===== config.mk =====
export PLATFORM = sky130hd
export DESIGN_NAME = msi_cap
export DESIGN_NICKNAME = d
export VERILOG_FILES = /design/src/logic/msi_cap_pkg.sv /design/src/logic/msi_cap.sv
export VERILOG_INCLUDE_DIRS = /design/src /design/src/logic
export SDC_FILE = /design/constraint.sdc
export NUM_CORES = 1
export LEC_CHECK = 0
export BUFFER_PORTS_ARGS = -buffer_cell sky130_fd_sc_hd__buf_2
export CAP_MARGIN = 20
export CORE_UTILIZATION = 45
export DETAILED_ROUTE_END_ITERATION = 6
export PLACE_DENSITY = 0.69
export RECOVER_POWER = 50
export REMOVE_ABC_BUFFERS = 1
export SLEW_MARGIN = 5
export SYNTH_ARGS = -nofsm -noshare
export SYNTH_HDL_FRONTEND = slang
export SYNTH_SLANG_ARGS = --single-unit

===== constraint.sdc =====
create_clock -name sys_clk_in -period 2.4 [get_ports sys_clk_in]
set_clock_uncertainty 0.2 [all_clocks]
set_input_delay 0.24 -clock sys_clk_in [delete_from_list [all_inputs] [get_ports sys_clk_in]]
set_output_delay 0.24 -clock sys_clk_in [all_outputs]
set_load 0.01 [all_outputs]

===== src/logic/msi_cap_regs.svh =====
`ifndef MSI_CAP_REGS_SVH
`define MSI_CAP_REGS_SVH

// ---------------------------------------------------------------
// register offsets (byte addresses)
// ---------------------------------------------------------------
`define MSI_OFS_HEADER_CONTROL   8'hD0
`define MSI_OFS_LOWER_ADDRESS    8'hD4
`define MSI_OFS_UPPER_ADDRESS    8'hD8
`define MSI_OFS_MESSAGE_PAYLOAD  8'hDC
`define MSI_OFS_EVENT_STATUS     8'hE0
`define MSI_OFS_EVENT_MASK       8'hE4

// ---------------------------------------------------------------
// header and control word fields
// ---------------------------------------------------------------
`define MSI_CAP_ID_VALUE         8'h05
`define MSI_NEXT_PTR_RESET       8'h00
`define MSI_ENABLE_BIT           16
`define MSI_MMC_VALUE            3'h0
`define MSI_MME_LSB              20
`define MSI_MME_RESET            3'h0
`define MSI_WIDE_CAPABLE_VALUE   1'h1

// ---------------------------------------------------------------
// address and payload fields
// ---------------------------------------------------------------
`define MSI_LOWER_ADDR_LSB       2
`define MSI_ADDR_RESET           30'h0000_0000
`define MSI_UPPER_ADDR_RESET     32'h0000_0000
`define MSI_PAYLOAD_RESET        16'h0000

// ---------------------------------------------------------------
// event status and mask bits
// ---------------------------------------------------------------
`define MSI_EVT_SENT_BIT         0
`define MSI_EVT_DROPPED_BIT      1
`define MSI_EVT_WIDTH            2
`define MSI_EVT_RESET            2'h0

`endif


===== src/logic/msi_cap_pkg.sv =====
package msi_cap_pkg;

  // ---------------------------------------------------------------
  // message issue sequencer states
  // ---------------------------------------------------------------
  typedef enum logic [1:0] {
    MSI_ST_IDLE  = 2'b01,
    MSI_ST_ISSUE = 2'b10
  } msi_state_t;

endpackage


===== src/logic/msi_cap.sv =====
// Implementation choice: strobed register access.
`timescale 1ns/1ps
`include "msi_cap_regs.svh"

// Overview of operation
// - header low byte reads fixed identifier
// - next pointer resets to zero
// - enable bit gates messages, resets zero
// - multiple message capable reads zero
// - message enable field written, behaviour single
// - wide address capable bit reads one
// - lower address holds bits 31:2 only
// - downstream messages always routed upstream
// - nonzero upper address gives 64-bit write
// - zero upper address gives 32-bit write
// - payload low 16 bits, upper zero
module msi_cap (
  // clock, reset and enable
  input  wire logic        sys_clk_in,
  input  wire logic        reset_n_in,
  input  wire logic        clk_en_in,
  // register port
  input  wire logic [7:0]  reg_addr_in,
  input  wire logic [31:0] reg_wdata_in,
  input  wire logic        reg_wr_in,
  input  wire logic        reg_rd_in,
  output logic      [31:0] reg_rdata_out,
  // port role and interrupt request from the port core
  input  wire logic        downstream_port_in,
  input  wire logic        msi_request_in,
  // posted memory write towards the transaction layer
  output logic             mwr_valid_out,
  input  wire logic        mwr_ready_in,
  output logic      [63:0] mwr_address_out,
  output logic             mwr_wide_out,
  output logic      [31:0] mwr_payload_out,
  output logic             mwr_route_upstream_out,
  // block interrupt
  output logic             irq_out
);

  // ---------------------------------------------------------------
  // register state
  // ---------------------------------------------------------------
  logic                        enable_q;
  logic                        enable_d;
  logic [2:0]                  multi_message_enable_q;
  logic [2:0]                  multi_message_enable_d;
  logic [7:0]                  next_capability_pointer_q;
  logic [29:0]                 lower_address_q;
  logic [29:0]                 lower_address_d;
  logic [31:0]                 upper_message_address_q;
  logic [31:0]                 upper_message_address_d;
  logic [15:0]                 message_payload_q;
  logic [15:0]                 message_payload_d;
  logic [`MSI_EVT_WIDTH-1:0]   evt_status_q;
  logic [`MSI_EVT_WIDTH-1:0]   evt_status_d;
  logic [`MSI_EVT_WIDTH-1:0]   evt_mask_q;
  logic [`MSI_EVT_WIDTH-1:0]   evt_mask_d;
  logic [31:0]                 rdata_q;
  logic [31:0]                 rdata_d;
  logic                        irq_q;
  logic                        irq_d;

  // ---------------------------------------------------------------
  // sequencer and message state
  // ---------------------------------------------------------------
  msi_cap_pkg::msi_state_t     state_q;
  msi_cap_pkg::msi_state_t     state_d;
  logic                        pending_q;
  logic                        pending_d;
  logic                        valid_q;
  logic                        valid_d;
  logic [63:0]                 mwr_addr_q;
  logic [63:0]                 mwr_addr_d;
  logic                        mwr_wide_q;
  logic                        mwr_wide_d;
  logic [31:0]                 mwr_payload_q;
  logic [31:0]                 mwr_payload_d;
  logic                        route_up_q;
  logic                        route_up_d;

  // ---------------------------------------------------------------
  // address decode
  // ---------------------------------------------------------------
  wire logic sel_hdr    = (reg_addr_in == `MSI_OFS_HEADER_CONTROL);
  wire logic sel_lower  = (reg_addr_in == `MSI_OFS_LOWER_ADDRESS);
  wire logic sel_upper  = (reg_addr_in == `MSI_OFS_UPPER_ADDRESS);
  wire logic sel_data   = (reg_addr_in == `MSI_OFS_MESSAGE_PAYLOAD);
  wire logic sel_status = (reg_addr_in == `MSI_OFS_EVENT_STATUS);
  wire logic sel_mask   = (reg_addr_in == `MSI_OFS_EVENT_MASK);

  wire logic wr_hdr    = reg_wr_in & sel_hdr;
  wire logic wr_lower  = reg_wr_in & sel_lower;
  wire logic wr_upper  = reg_wr_in & sel_upper;
  wire logic wr_data   = reg_wr_in & sel_data;
  wire logic wr_mask   = reg_wr_in & sel_mask;
  wire logic rd_status = reg_rd_in & sel_status;

  // ---------------------------------------------------------------
  // read data assembly
  // ---------------------------------------------------------------
  // identifier, capable count and wide flag are constants, not flops
  wire logic [31:0] hdr_word = {8'h00,
                                `MSI_WIDE_CAPABLE_VALUE,
                                multi_message_enable_q,
                                `MSI_MMC_VALUE,
                                enable_q,
                                next_capability_pointer_q,
                                `MSI_CAP_ID_VALUE};

  wire logic [31:0] lower_word = {lower_address_q, 2'h0};
  wire logic [31:0] data_word  = {16'h0000, message_payload_q};
  wire logic [31:0] status_word = {{(32-`MSI_EVT_WIDTH){1'b0}}, evt_status_q};
  wire logic [31:0] mask_word   = {{(32-`MSI_EVT_WIDTH){1'b0}}, evt_mask_q};

  // unmapped offsets read as zero
  wire logic [31:0] rd_mux =
    sel_hdr    ? hdr_word :
    sel_lower  ? lower_word :
    sel_upper  ? upper_message_address_q :
    sel_data   ? data_word :
    sel_status ? status_word :
    sel_mask   ? mask_word : 32'h0000_0000;

  assign rdata_d = reg_rd_in ? rd_mux : 32'h0000_0000;

  // ---------------------------------------------------------------
  // register writes
  // ---------------------------------------------------------------
  assign enable_d = wr_hdr ? reg_wdata_in[`MSI_ENABLE_BIT] : enable_q;

  // stored for read-back only; the sequencer always sends one vector
  assign multi_message_enable_d = wr_hdr ? reg_wdata_in[`MSI_MME_LSB +: 3]
                                         : multi_message_enable_q;

  assign lower_address_d = wr_lower ? reg_wdata_in[31:`MSI_LOWER_ADDR_LSB]
                                    : lower_address_q;

  // a non-zero upper word selects the wide form at the next launch
  assign upper_message_address_d = wr_upper ? reg_wdata_in : upper_message_address_q;

  assign message_payload_d = wr_data ? reg_wdata_in[15:0] : message_payload_q;

  assign evt_mask_d = wr_mask ? reg_wdata_in[`MSI_EVT_WIDTH-1:0] : evt_mask_q;

  // ---------------------------------------------------------------
  // message sequencing
  // ---------------------------------------------------------------
  // a request is accepted only while enabled; others set the sticky dropped status bit
  wire logic req_accept = msi_request_in & enable_q;
  wire logic req_drop   = msi_request_in & ~enable_q;
  wire logic issue_done = (state_q == msi_cap_pkg::MSI_ST_ISSUE) & valid_q & mwr_ready_in;
  wire logic idle       = (state_q == msi_cap_pkg::MSI_ST_IDLE);
  wire logic start      = idle & (req_accept | (pending_q & enable_q));

  // width chosen from the upper word at launch time
  wire logic        use_wide  = (upper_message_address_q != 32'h0000_0000);
  wire logic [63:0] wide_addr = {upper_message_address_q, lower_address_q, 2'h0};
  wire logic [63:0] narr_addr = {32'h0000_0000, lower_address_q, 2'h0};

  // a request during an issue is remembered once; several collapse into one,
  // which matches single-vector semantics where the receiver sees a level event
  assign pending_d = start ? 1'b0 :
                     (req_accept & ~idle) ? 1'b1 :
                     (~enable_q) ? 1'b0 : pending_q;

  always_comb begin
    state_d       = state_q;
    valid_d       = valid_q;
    mwr_addr_d    = mwr_addr_q;
    mwr_wide_d    = mwr_wide_q;
    mwr_payload_d = mwr_payload_q;
    route_up_d    = route_up_q;
    case (state_q)
      msi_cap_pkg::MSI_ST_IDLE: begin
        if (start) begin
          state_d       = msi_cap_pkg::MSI_ST_ISSUE;
          valid_d       = 1'b1;
          mwr_wide_d    = use_wide;
          mwr_addr_d    = use_wide ? wide_addr : narr_addr;
          mwr_payload_d = {16'h0000, message_payload_q};
          // routing ignores the address for downstream ports
          // the address still goes out unchanged; nothing here checks where it points
          route_up_d    = downstream_port_in;
        end
      end
      msi_cap_pkg::MSI_ST_ISSUE: begin
        // snapshot stays stable until the transaction layer takes it
        if (issue_done) begin
          state_d = msi_cap_pkg::MSI_ST_IDLE;
          valid_d = 1'b0;
        end
      end
      default: begin
        state_d = msi_cap_pkg::MSI_ST_IDLE;
        valid_d = 1'b0;
      end
    endcase
  end

  // ---------------------------------------------------------------
  // event status and interrupt
  // ---------------------------------------------------------------
  wire logic [`MSI_EVT_WIDTH-1:0] evt_set = {req_drop, issue_done};

  // one sticky bit per event; set beats the read-clear in the same cycle, so an
  // event that lands on the clearing read is reported by the next read
  generate
    for (genvar i = 0; i < `MSI_EVT_WIDTH; i++) begin : g_evt
      assign evt_status_d[i] = evt_set[i] | (evt_status_q[i] & ~rd_status);
    end
  endgenerate

  assign irq_d = |(evt_status_d & evt_mask_q);

  // ---------------------------------------------------------------
  // flip-flops
  // ---------------------------------------------------------------
  // every flop holds while clk_en_in is low, so a frozen cycle drops its strobes
  always_ff @(posedge sys_clk_in) begin
    if (!reset_n_in) begin
      enable_q                  <= 1'b0;
      multi_message_enable_q    <= `MSI_MME_RESET;
      next_capability_pointer_q <= `MSI_NEXT_PTR_RESET;
    end else if (clk_en_in) begin
      enable_q                  <= enable_d;
      multi_message_enable_q    <= multi_message_enable_d;
    end
  end

  always_ff @(posedge sys_clk_in) begin
    if (!reset_n_in) begin
      lower_address_q           <= `MSI_ADDR_RESET;
      upper_message_address_q   <= `MSI_UPPER_ADDR_RESET;
      message_payload_q         <= `MSI_PAYLOAD_RESET;
      evt_mask_q                <= `MSI_EVT_RESET;
    end else if (clk_en_in) begin
      lower_address_q           <= lower_address_d;
      upper_message_address_q   <= upper_message_address_d;
      message_payload_q         <= message_payload_d;
      evt_mask_q                <= evt_mask_d;
    end
  end

  always_ff @(posedge sys_clk_in) begin
    if (!reset_n_in) begin
      state_q       <= msi_cap_pkg::MSI_ST_IDLE;
      pending_q     <= 1'b0;
      valid_q       <= 1'b0;
    end else if (clk_en_in) begin
      state_q       <= state_d;
      pending_q     <= pending_d;
      valid_q       <= valid_d;
    end
  end

  // snapshot taken at launch so that later register writes cannot tear a message
  always_ff @(posedge sys_clk_in) begin
    if (!reset_n_in) begin
      mwr_addr_q    <= 64'h0000_0000_0000_0000;
      mwr_wide_q    <= 1'b0;
      mwr_payload_q <= 32'h0000_0000;
      route_up_q    <= 1'b0;
    end else if (clk_en_in) begin
      mwr_addr_q    <= mwr_addr_d;
      mwr_wide_q    <= mwr_wide_d;
      mwr_payload_q <= mwr_payload_d;
      route_up_q    <= route_up_d;
    end
  end

  always_ff @(posedge sys_clk_in) begin
    if (!reset_n_in) begin
      evt_status_q <= `MSI_EVT_RESET;
      irq_q        <= 1'b0;
    end else if (clk_en_in) begin
      evt_status_q <= evt_status_d;
      irq_q        <= irq_d;
    end
  end

  always_ff @(posedge sys_clk_in) begin
    if (!reset_n_in) begin
      rdata_q      <= 32'h0000_0000;
    end else if (clk_en_in) begin
      rdata_q      <= rdata_d;
    end
  end

  // ---------------------------------------------------------------
  // outputs
  // ---------------------------------------------------------------
  assign reg_rdata_out          = rdata_q;
  assign mwr_valid_out          = valid_q;
  assign mwr_address_out        = mwr_addr_q;
  assign mwr_wide_out           = mwr_wide_q;
  assign mwr_payload_out        = mwr_payload_q;
  assign mwr_route_upstream_out = route_up_q;
  assign irq_out                = irq_q;

endmodule


==> results.py, run 1 <==
metrics = {
    "clock_tree": {
        "cts_tree": "done",
        "post_cts_buffers": 0,
        "clk_pin_slew_ns": 0.06,
        "clk_latency_ns": 0.50,
        "cts_resized": 0,
        "htree_levels": 1,
        "cts_buffers": 22,
        "cts_sinks": 202,
        "cts_buffer_depth": 3,
        "cts_hold_buf": 38,
        "cts-root-buf": "clkbuf_16",
    },
    "floorplan": {
        "pin_count": 180,
        "core_sq_um": 17300,
        "die_h_microns": 135,
        "num_rows": 48,
        "die-area_sq_um": 18200,
        "die_w_microns": 135,
        "start_util_pct": 46.0,
    },
    "worst_setup_path": {
        "cp-start-kind": "primary input",
        "worstReg2RegStart": "state_q[0]",
        "path_delay_family": "buffers and inverters",
        "crit_type": "in2reg",
        "cp_slowest_stage_delay_ns": 0.53,
        "worst_ep_arrival_time_ns": 2.29,
        "crit_required_ns": 2.61,
        "path_cells": "dlygate4sd3_1 > buf_2 > clkbuf_1 > nand2_1 > nor3_1 > nand3b_1 > buf_4 > o21ai_0",
        "worstRegToRegCells": 5,
        "path_buf_inv": 4,
        "path_max_fanout": 24,
        "end_kind": "register",
        "rr_endpoint": "mwr_address_out[48]",
        "crit_slowest_cell": "dlygate4sd3_1",
        "r2r_slack_ns": 0.46,
    },
    "grt": {
        "gr-usage-all-layers_pct": 24.6,
        "busiest_layer": "met2",
        "antenna_found_initial": 0,
        "grt_pass1_wl_microns": 35900,
        "grt_max_degree": 52,
        "gr-total-overflow": 0,
        "grt.met2_usage_pct": 40.0,
        "grt_pass1_vias": 6958,
        "use_met1_pct": 33.6,
        "globalRouteMet3Util_pct": 3.34,
    },
    "logic_synthesis": {
        "synthFlopType": "dfxtp_1",
        "yosys_warnings": 0,
        "synth_seq_area_share_pct": 50.9,
        "synth_edf_count": 0,
        "netlist_area_sq_um": 7950,
        "avgSynthCellArea_sq_um": 8.10,
        "ys_async_sr_fraction_pct": 0,
        "ys_ff_latch": 202,
        "yosysTopAreaCell": "dfxtp_1",
        "yosysUniqueCellTypes": 44,
        "synth_cells": 982,
        "synth_most_common_cell": "nand2_1",
        "synth_area_leaders": "dfxtp_1, nand2_1, a21oi_1",
        "synth_top_cells_by_count": "nand2_1, dfxtp_1, a21oi_1",
        "netlist.area_leader.share_pct": 50.9,
    },
    "sta": {
        "fin_ws_ns": 0.327,
        "finalCritPeriodShare_pct": 86.4,
        "tightest_slew_ns": 1.00,
        "tns_ns": 0,
        "hold_viol": 0,
        "relSlewSlack_pct": 33.2,
        "rsz0062_at_grt": "false",
        "finalSetupViolCount": 0,
        "drv_slew": 0,
        "max_freq_mhz": 482,
        "period_minus_slack_ns": 2.07,
    },
    "cells_and_area": {
        "finalNonFillerCells": 1400,
        "drive_gt1_share_pct": 10.6,
        "nets": 1210,
        "diodes": 0,
        "area_delta_synth_final_pct": 25.6,
    },
    "power": {
        "cellLeakagePower_nw": 3.46,
        "powerDensity_nw_per_um2": 722,
        "total_power_w": 0.00721,
        "peakVddDrop_v": 0.000558,
    },
    "route": {
        "via_count": 7433,
        "wire_per_inst_microns": 16.2,
        "drtAntennaViolNets": 0,
        "drc": 0,
        "dr.pass1.iters": 5,
        "via_per_inst": 5.31,
        "dr.first_iter.drc_count": 421,
        "drt-total-wl_microns": 22700,
    },
    "worst_hold_path": {
        "holdPathEnd": "reg_rdata_out[1]",
        "hold_class": "in2reg",
        "hold_depth": 5,
        "hp-start": "reg_addr_in[5]",
    },
    "outcome": {
        "status": "completed",
    },
    "placed_design": {
        "pre_cts_ws_ns": 0.371,
        "dp.cells": 1325,
        "numPortBuffers": 161,
        "place_hpwl_microns": 14500,
        "globalplace.congestion": 0.865,
    },
    "job": {
        "drv_cap": 0,
    },
}
layout make-up:
class	count	area (sq um)
multi-input cells	695	3510
fillers	1706	7310
inverters	8	30.0
clock inverters	7	110
well taps	225	282
repair buffers	233	1370
clock buffers	30	642
flip-flops and latches	202	4040
kinds of logic (layout without fill, tap and decap cells):
logic type / Yosys count / after routing / synth area share (%)
compound gates: 233 / 233 / 16.5
buf+inv: 102 / 278 / 6.09
flops: 202 / 202 / 50.9
mux: 26 / 26 / 3.27
other cells: 1 / 18 / 0.0472
simple gates: 418 / 418 / 23.2
routing by layer:
layer	wire length (microns)	share of wire, %
met1	10300	45
met2	10500	46
met3	1350	5.9
met4	526	2.3
met5	0	0
state kept, by name, summed over array words and instances (netlist names):
name                     flops
mwr_address_out             62
irq_out                      1
mwr_payload_out             16
evt_status_q                 2
enable_q                     1
lower_address_q             30
mwr_route_upstream_out       1
pending_q                    1
upper_message_address_q     32
mwr_wide_out                 1
state_q                      2
reg_rdata_out               32
evt_mask_q                   2
multi_message_enable_q       3
message_payload_q           16
per-stage QoR:
step           area (sq um)  utilization (%)  hold WS, ns
2_1_floorplan          7560                -        0.116
3_3_place_gp           9020             52.1        0.238
3_5_place_dp           9020             52.1        0.245
4_1_cts               10200             58.7       0.0170
5_1_grt                9980             57.7       0.0744
6_report               9980             57.7       0.0285
report_power, final:
part | internal [W] | leakage [nW] | switching [W]
clock | 0.00218 | 0.374 | 0.00134
sequential | 0.00336 | 1.63 | 0.00000320
combinational | 0.000128 | 1.46 | 0.000201
worst register-to-register path, delay by kind of cell (launching register included):
family	cells	cell delay [ns]
AND/OR/NAND/NOR	2	0.40
AO/OA/AOI/OAI	2	0.67
flip-flops	1	0.35
buffers and inverters	1	0.24
placed cells by master, fill, tap and decap left out, types with 4 or more instances in the layout:
cell type      Yosys  layout
a21oi_1          151     151
a22oi_1           14      14
a32oi_1           14      14
buf_12             0       6
buf_2             12      47
buf_4             19      26
clkbuf_1          60     118
clkbuf_16          0      23
clkbuf_8           0       4
clkinv_2           0       4
conb_1             1      18
dfxtp_1          202     202
dlygate4sd3_1      0      38
inv_1              8       7
mux2i_1           26      26
nand2_1          316     316
nand2b_1          20      20
nand4_1            6       6
nor2_1            30      30
nor2b_1            7       5
nor3_1             3       4
nor4_1             8       8
o21ai_0           33      33
or4_1             14      14
worst max path at each step:
stage                        start                    to  slack, ns  depth (start not counted)
floorplan                pending_q   mwr_address_out[10]      -1.46                          3
global placement    reg_addr_in[3]  message_payload_q[6]       0.38                          6
detailed placement  reg_addr_in[3]  message_payload_q[2]       0.37                          6
CTS                     state_q[0]   mwr_address_out[44]       0.41                          5
global route             clk_en_in    mwr_payload_out[1]       0.20                          7
finish                   clk_en_in     reg_rdata_out[30]       0.33                          8
(Power assumes the default switching activity.)
==> inputs of run 2 (changes only) <==
--- a/config.mk
+++ b/config.mk
@@ -8,6 +8,7 @@
 export LEC_CHECK = 0
 export BUFFER_PORTS_ARGS = -buffer_cell sky130_fd_sc_hd__buf_2
 export CAP_MARGIN = 20
+export CORE_MARGIN = 4
 export CORE_UTILIZATION = 45
 export DETAILED_ROUTE_END_ITERATION = 6
 export PLACE_DENSITY = 0.69
==> results.py, run 2 (synthesis gave the netlist of run 1 again) <==
metrics = {
    "route": {
        "wire_per_inst_microns": 16.5,
        "dr.first_iter.drc_count": 441,
        "via_count": 7300,
        "drt-total-wl_microns": 23100,
        "via_per_inst": 5.22,
        "drc": 0,
        "dr.pass1.iters": 5,
        "drtAntennaViolNets": 0,
    },
    "worst_setup_path": {
        "worst_ep_arrival_time_ns": 2.31,
        "crit_type": "in2reg",
        "end_kind": "register",
        "crit_required_ns": 2.57,
        "path_max_fanout": 13,
        "cp-start-kind": "primary input",
    },
    "clock_tree": {
        "cts_buffers": 22,
        "cts_tree": "done",
        "post_cts_buffers": 0,
        "cts_sinks": 202,
        "clk_latency_ns": 0.50,
        "htree_levels": 1,
        "cts-root-buf": "clkbuf_16",
        "cts_buffer_depth": 3,
        "clk_pin_slew_ns": 0.06,
        "cts_resized": 0,
    },
    "power": {
        "powerDensity_nw_per_um2": 725,
        "peakVddDrop_v": 0.000594,
        "cellLeakagePower_nw": 3.43,
    },
    "cells_and_area": {
        "area_delta_synth_final_pct": 25.4,
        "drive_gt1_share_pct": 10.1,
        "diodes": 0,
        "final_common_cell": "nand2_1",
        "mostFrequentLayoutCells": "nand2_1, dfxtp_1, a21oi_1",
        "largest_reg_flops": 62,
        "nets": 1206,
        "fin_util_pct": 57.6,
    },
    "sta": {
        "finalCritPeriodShare_pct": 89.0,
        "relSlewSlack_pct": 54.7,
        "whs_ns": 0.0311,
        "tightest_slew_ns": 0.679,
        "rsz0062_at_grt": "false",
        "period_minus_slack_ns": 2.14,
        "hold_viol": 0,
        "finalSetupViolCount": 0,
        "drv_slew": 0,
        "max_freq_mhz": 468,
    },
    "placed_design": {
        "numPortBuffers": 161,
        "globalplace.congestion": 0.821,
        "place_hpwl_microns": 14900,
    },
    "floorplan": {
        "core_sq_um": 17300,
        "die-area_sq_um": 19900,
        "die_w_microns": 141,
        "pin_count": 180,
        "start_util_pct": 46.0,
        "num_rows": 48,
        "die_h_microns": 141,
    },
    "grt": {
        "grt_max_degree": 85,
        "gr-usage-all-layers_pct": 22.8,
        "grt_pass1_wl_microns": 37400,
        "grt_pass1_vias": 7116,
        "gr-total-overflow": 0,
        "antenna_found_initial": 0,
    },
    "job": {
        "drv_cap": 0,
    },
    "outcome": {
        "status": "completed",
    },
    "worst_hold_path": {
        "hold_class": "in2reg",
    },
}
-- run 2: area by class of cell --
cell class / instances / area [sq um]
well taps: 225 / 282
multi-input cells: 695 / 3500
repair buffers: 229 / 1350
flip-flops and latches: 202 / 4040
clock inverters: 10 / 128
inverters: 8 / 32.5
fillers: 1685 / 7330
clock buffers: 29 / 638
-- run 2: stage by stage --
stage / TNS, ns / cells / total power, W / cell area, sq um / setup slack [ns]
after floorplan: -188.53 / 905 / 0.00355 / 7560 / -1.46
after global placement: 0 / 1320 / 0.00370 / 8990 / 0.421
after detailed placement: 0 / 1320 / 0.00371 / 8990 / 0.366
after CTS: 0 / 1398 / 0.00728 / 10200 / 0.397
after global routing: 0 / 1398 / 0.00746 / 9970 / 0.151
final: 0 / 1398 / 0.00722 / 9970 / 0.264
-- run 2: final timing paths --
| kind | start | end | slack, ns | cells past startpoint |
|---|---|---|---|---|
| worst max-delay path | reg_addr_in[2] | message_payload_q[14] | 0.26 | 8 |
| worst min-delay path | reg_addr_in[5] | reg_rdata_out[1] | 0.03 | 5 |
| worst max register to register | state_q[0] | mwr_address_out[6] | 0.41 | 5 |
| worst min register to register | mwr_address_out[30] | mwr_address_out[30] | 0.25 | 2 |
-- run 2: report_power, final --
group	leakage, nW	internal [W]	switching (W)
clock network	0.381	0.00219	0.00135
logic	1.42	0.000124	0.000197
registers	1.63	0.00336	0.00000341
total	3.43	0.00567	0.00155
-- run 2: metal layers --
layer	GRT usage (%)	routed length, microns
met1	31.5	10300
met2	36.7	10600
met3	4.10	1610
met4	6.37	506
met5	0	0
-- run 2: critical path, cell delays in order --
cell and delay, ns:
dlygate4sd3_1 0.53, buf_2 0.25, clkbuf_1 0.33, nand2_1 0.15
nor4_4 0.17, buf_4 0.34, mux2i_1 0.23, nor2_1 0.05
-- run 2: repair_timing --
item,4_1_cts,5_1_grt
setup endpoints to repair,0,0
hold buffers,39,0
endpoints found under the hold margin,95,0
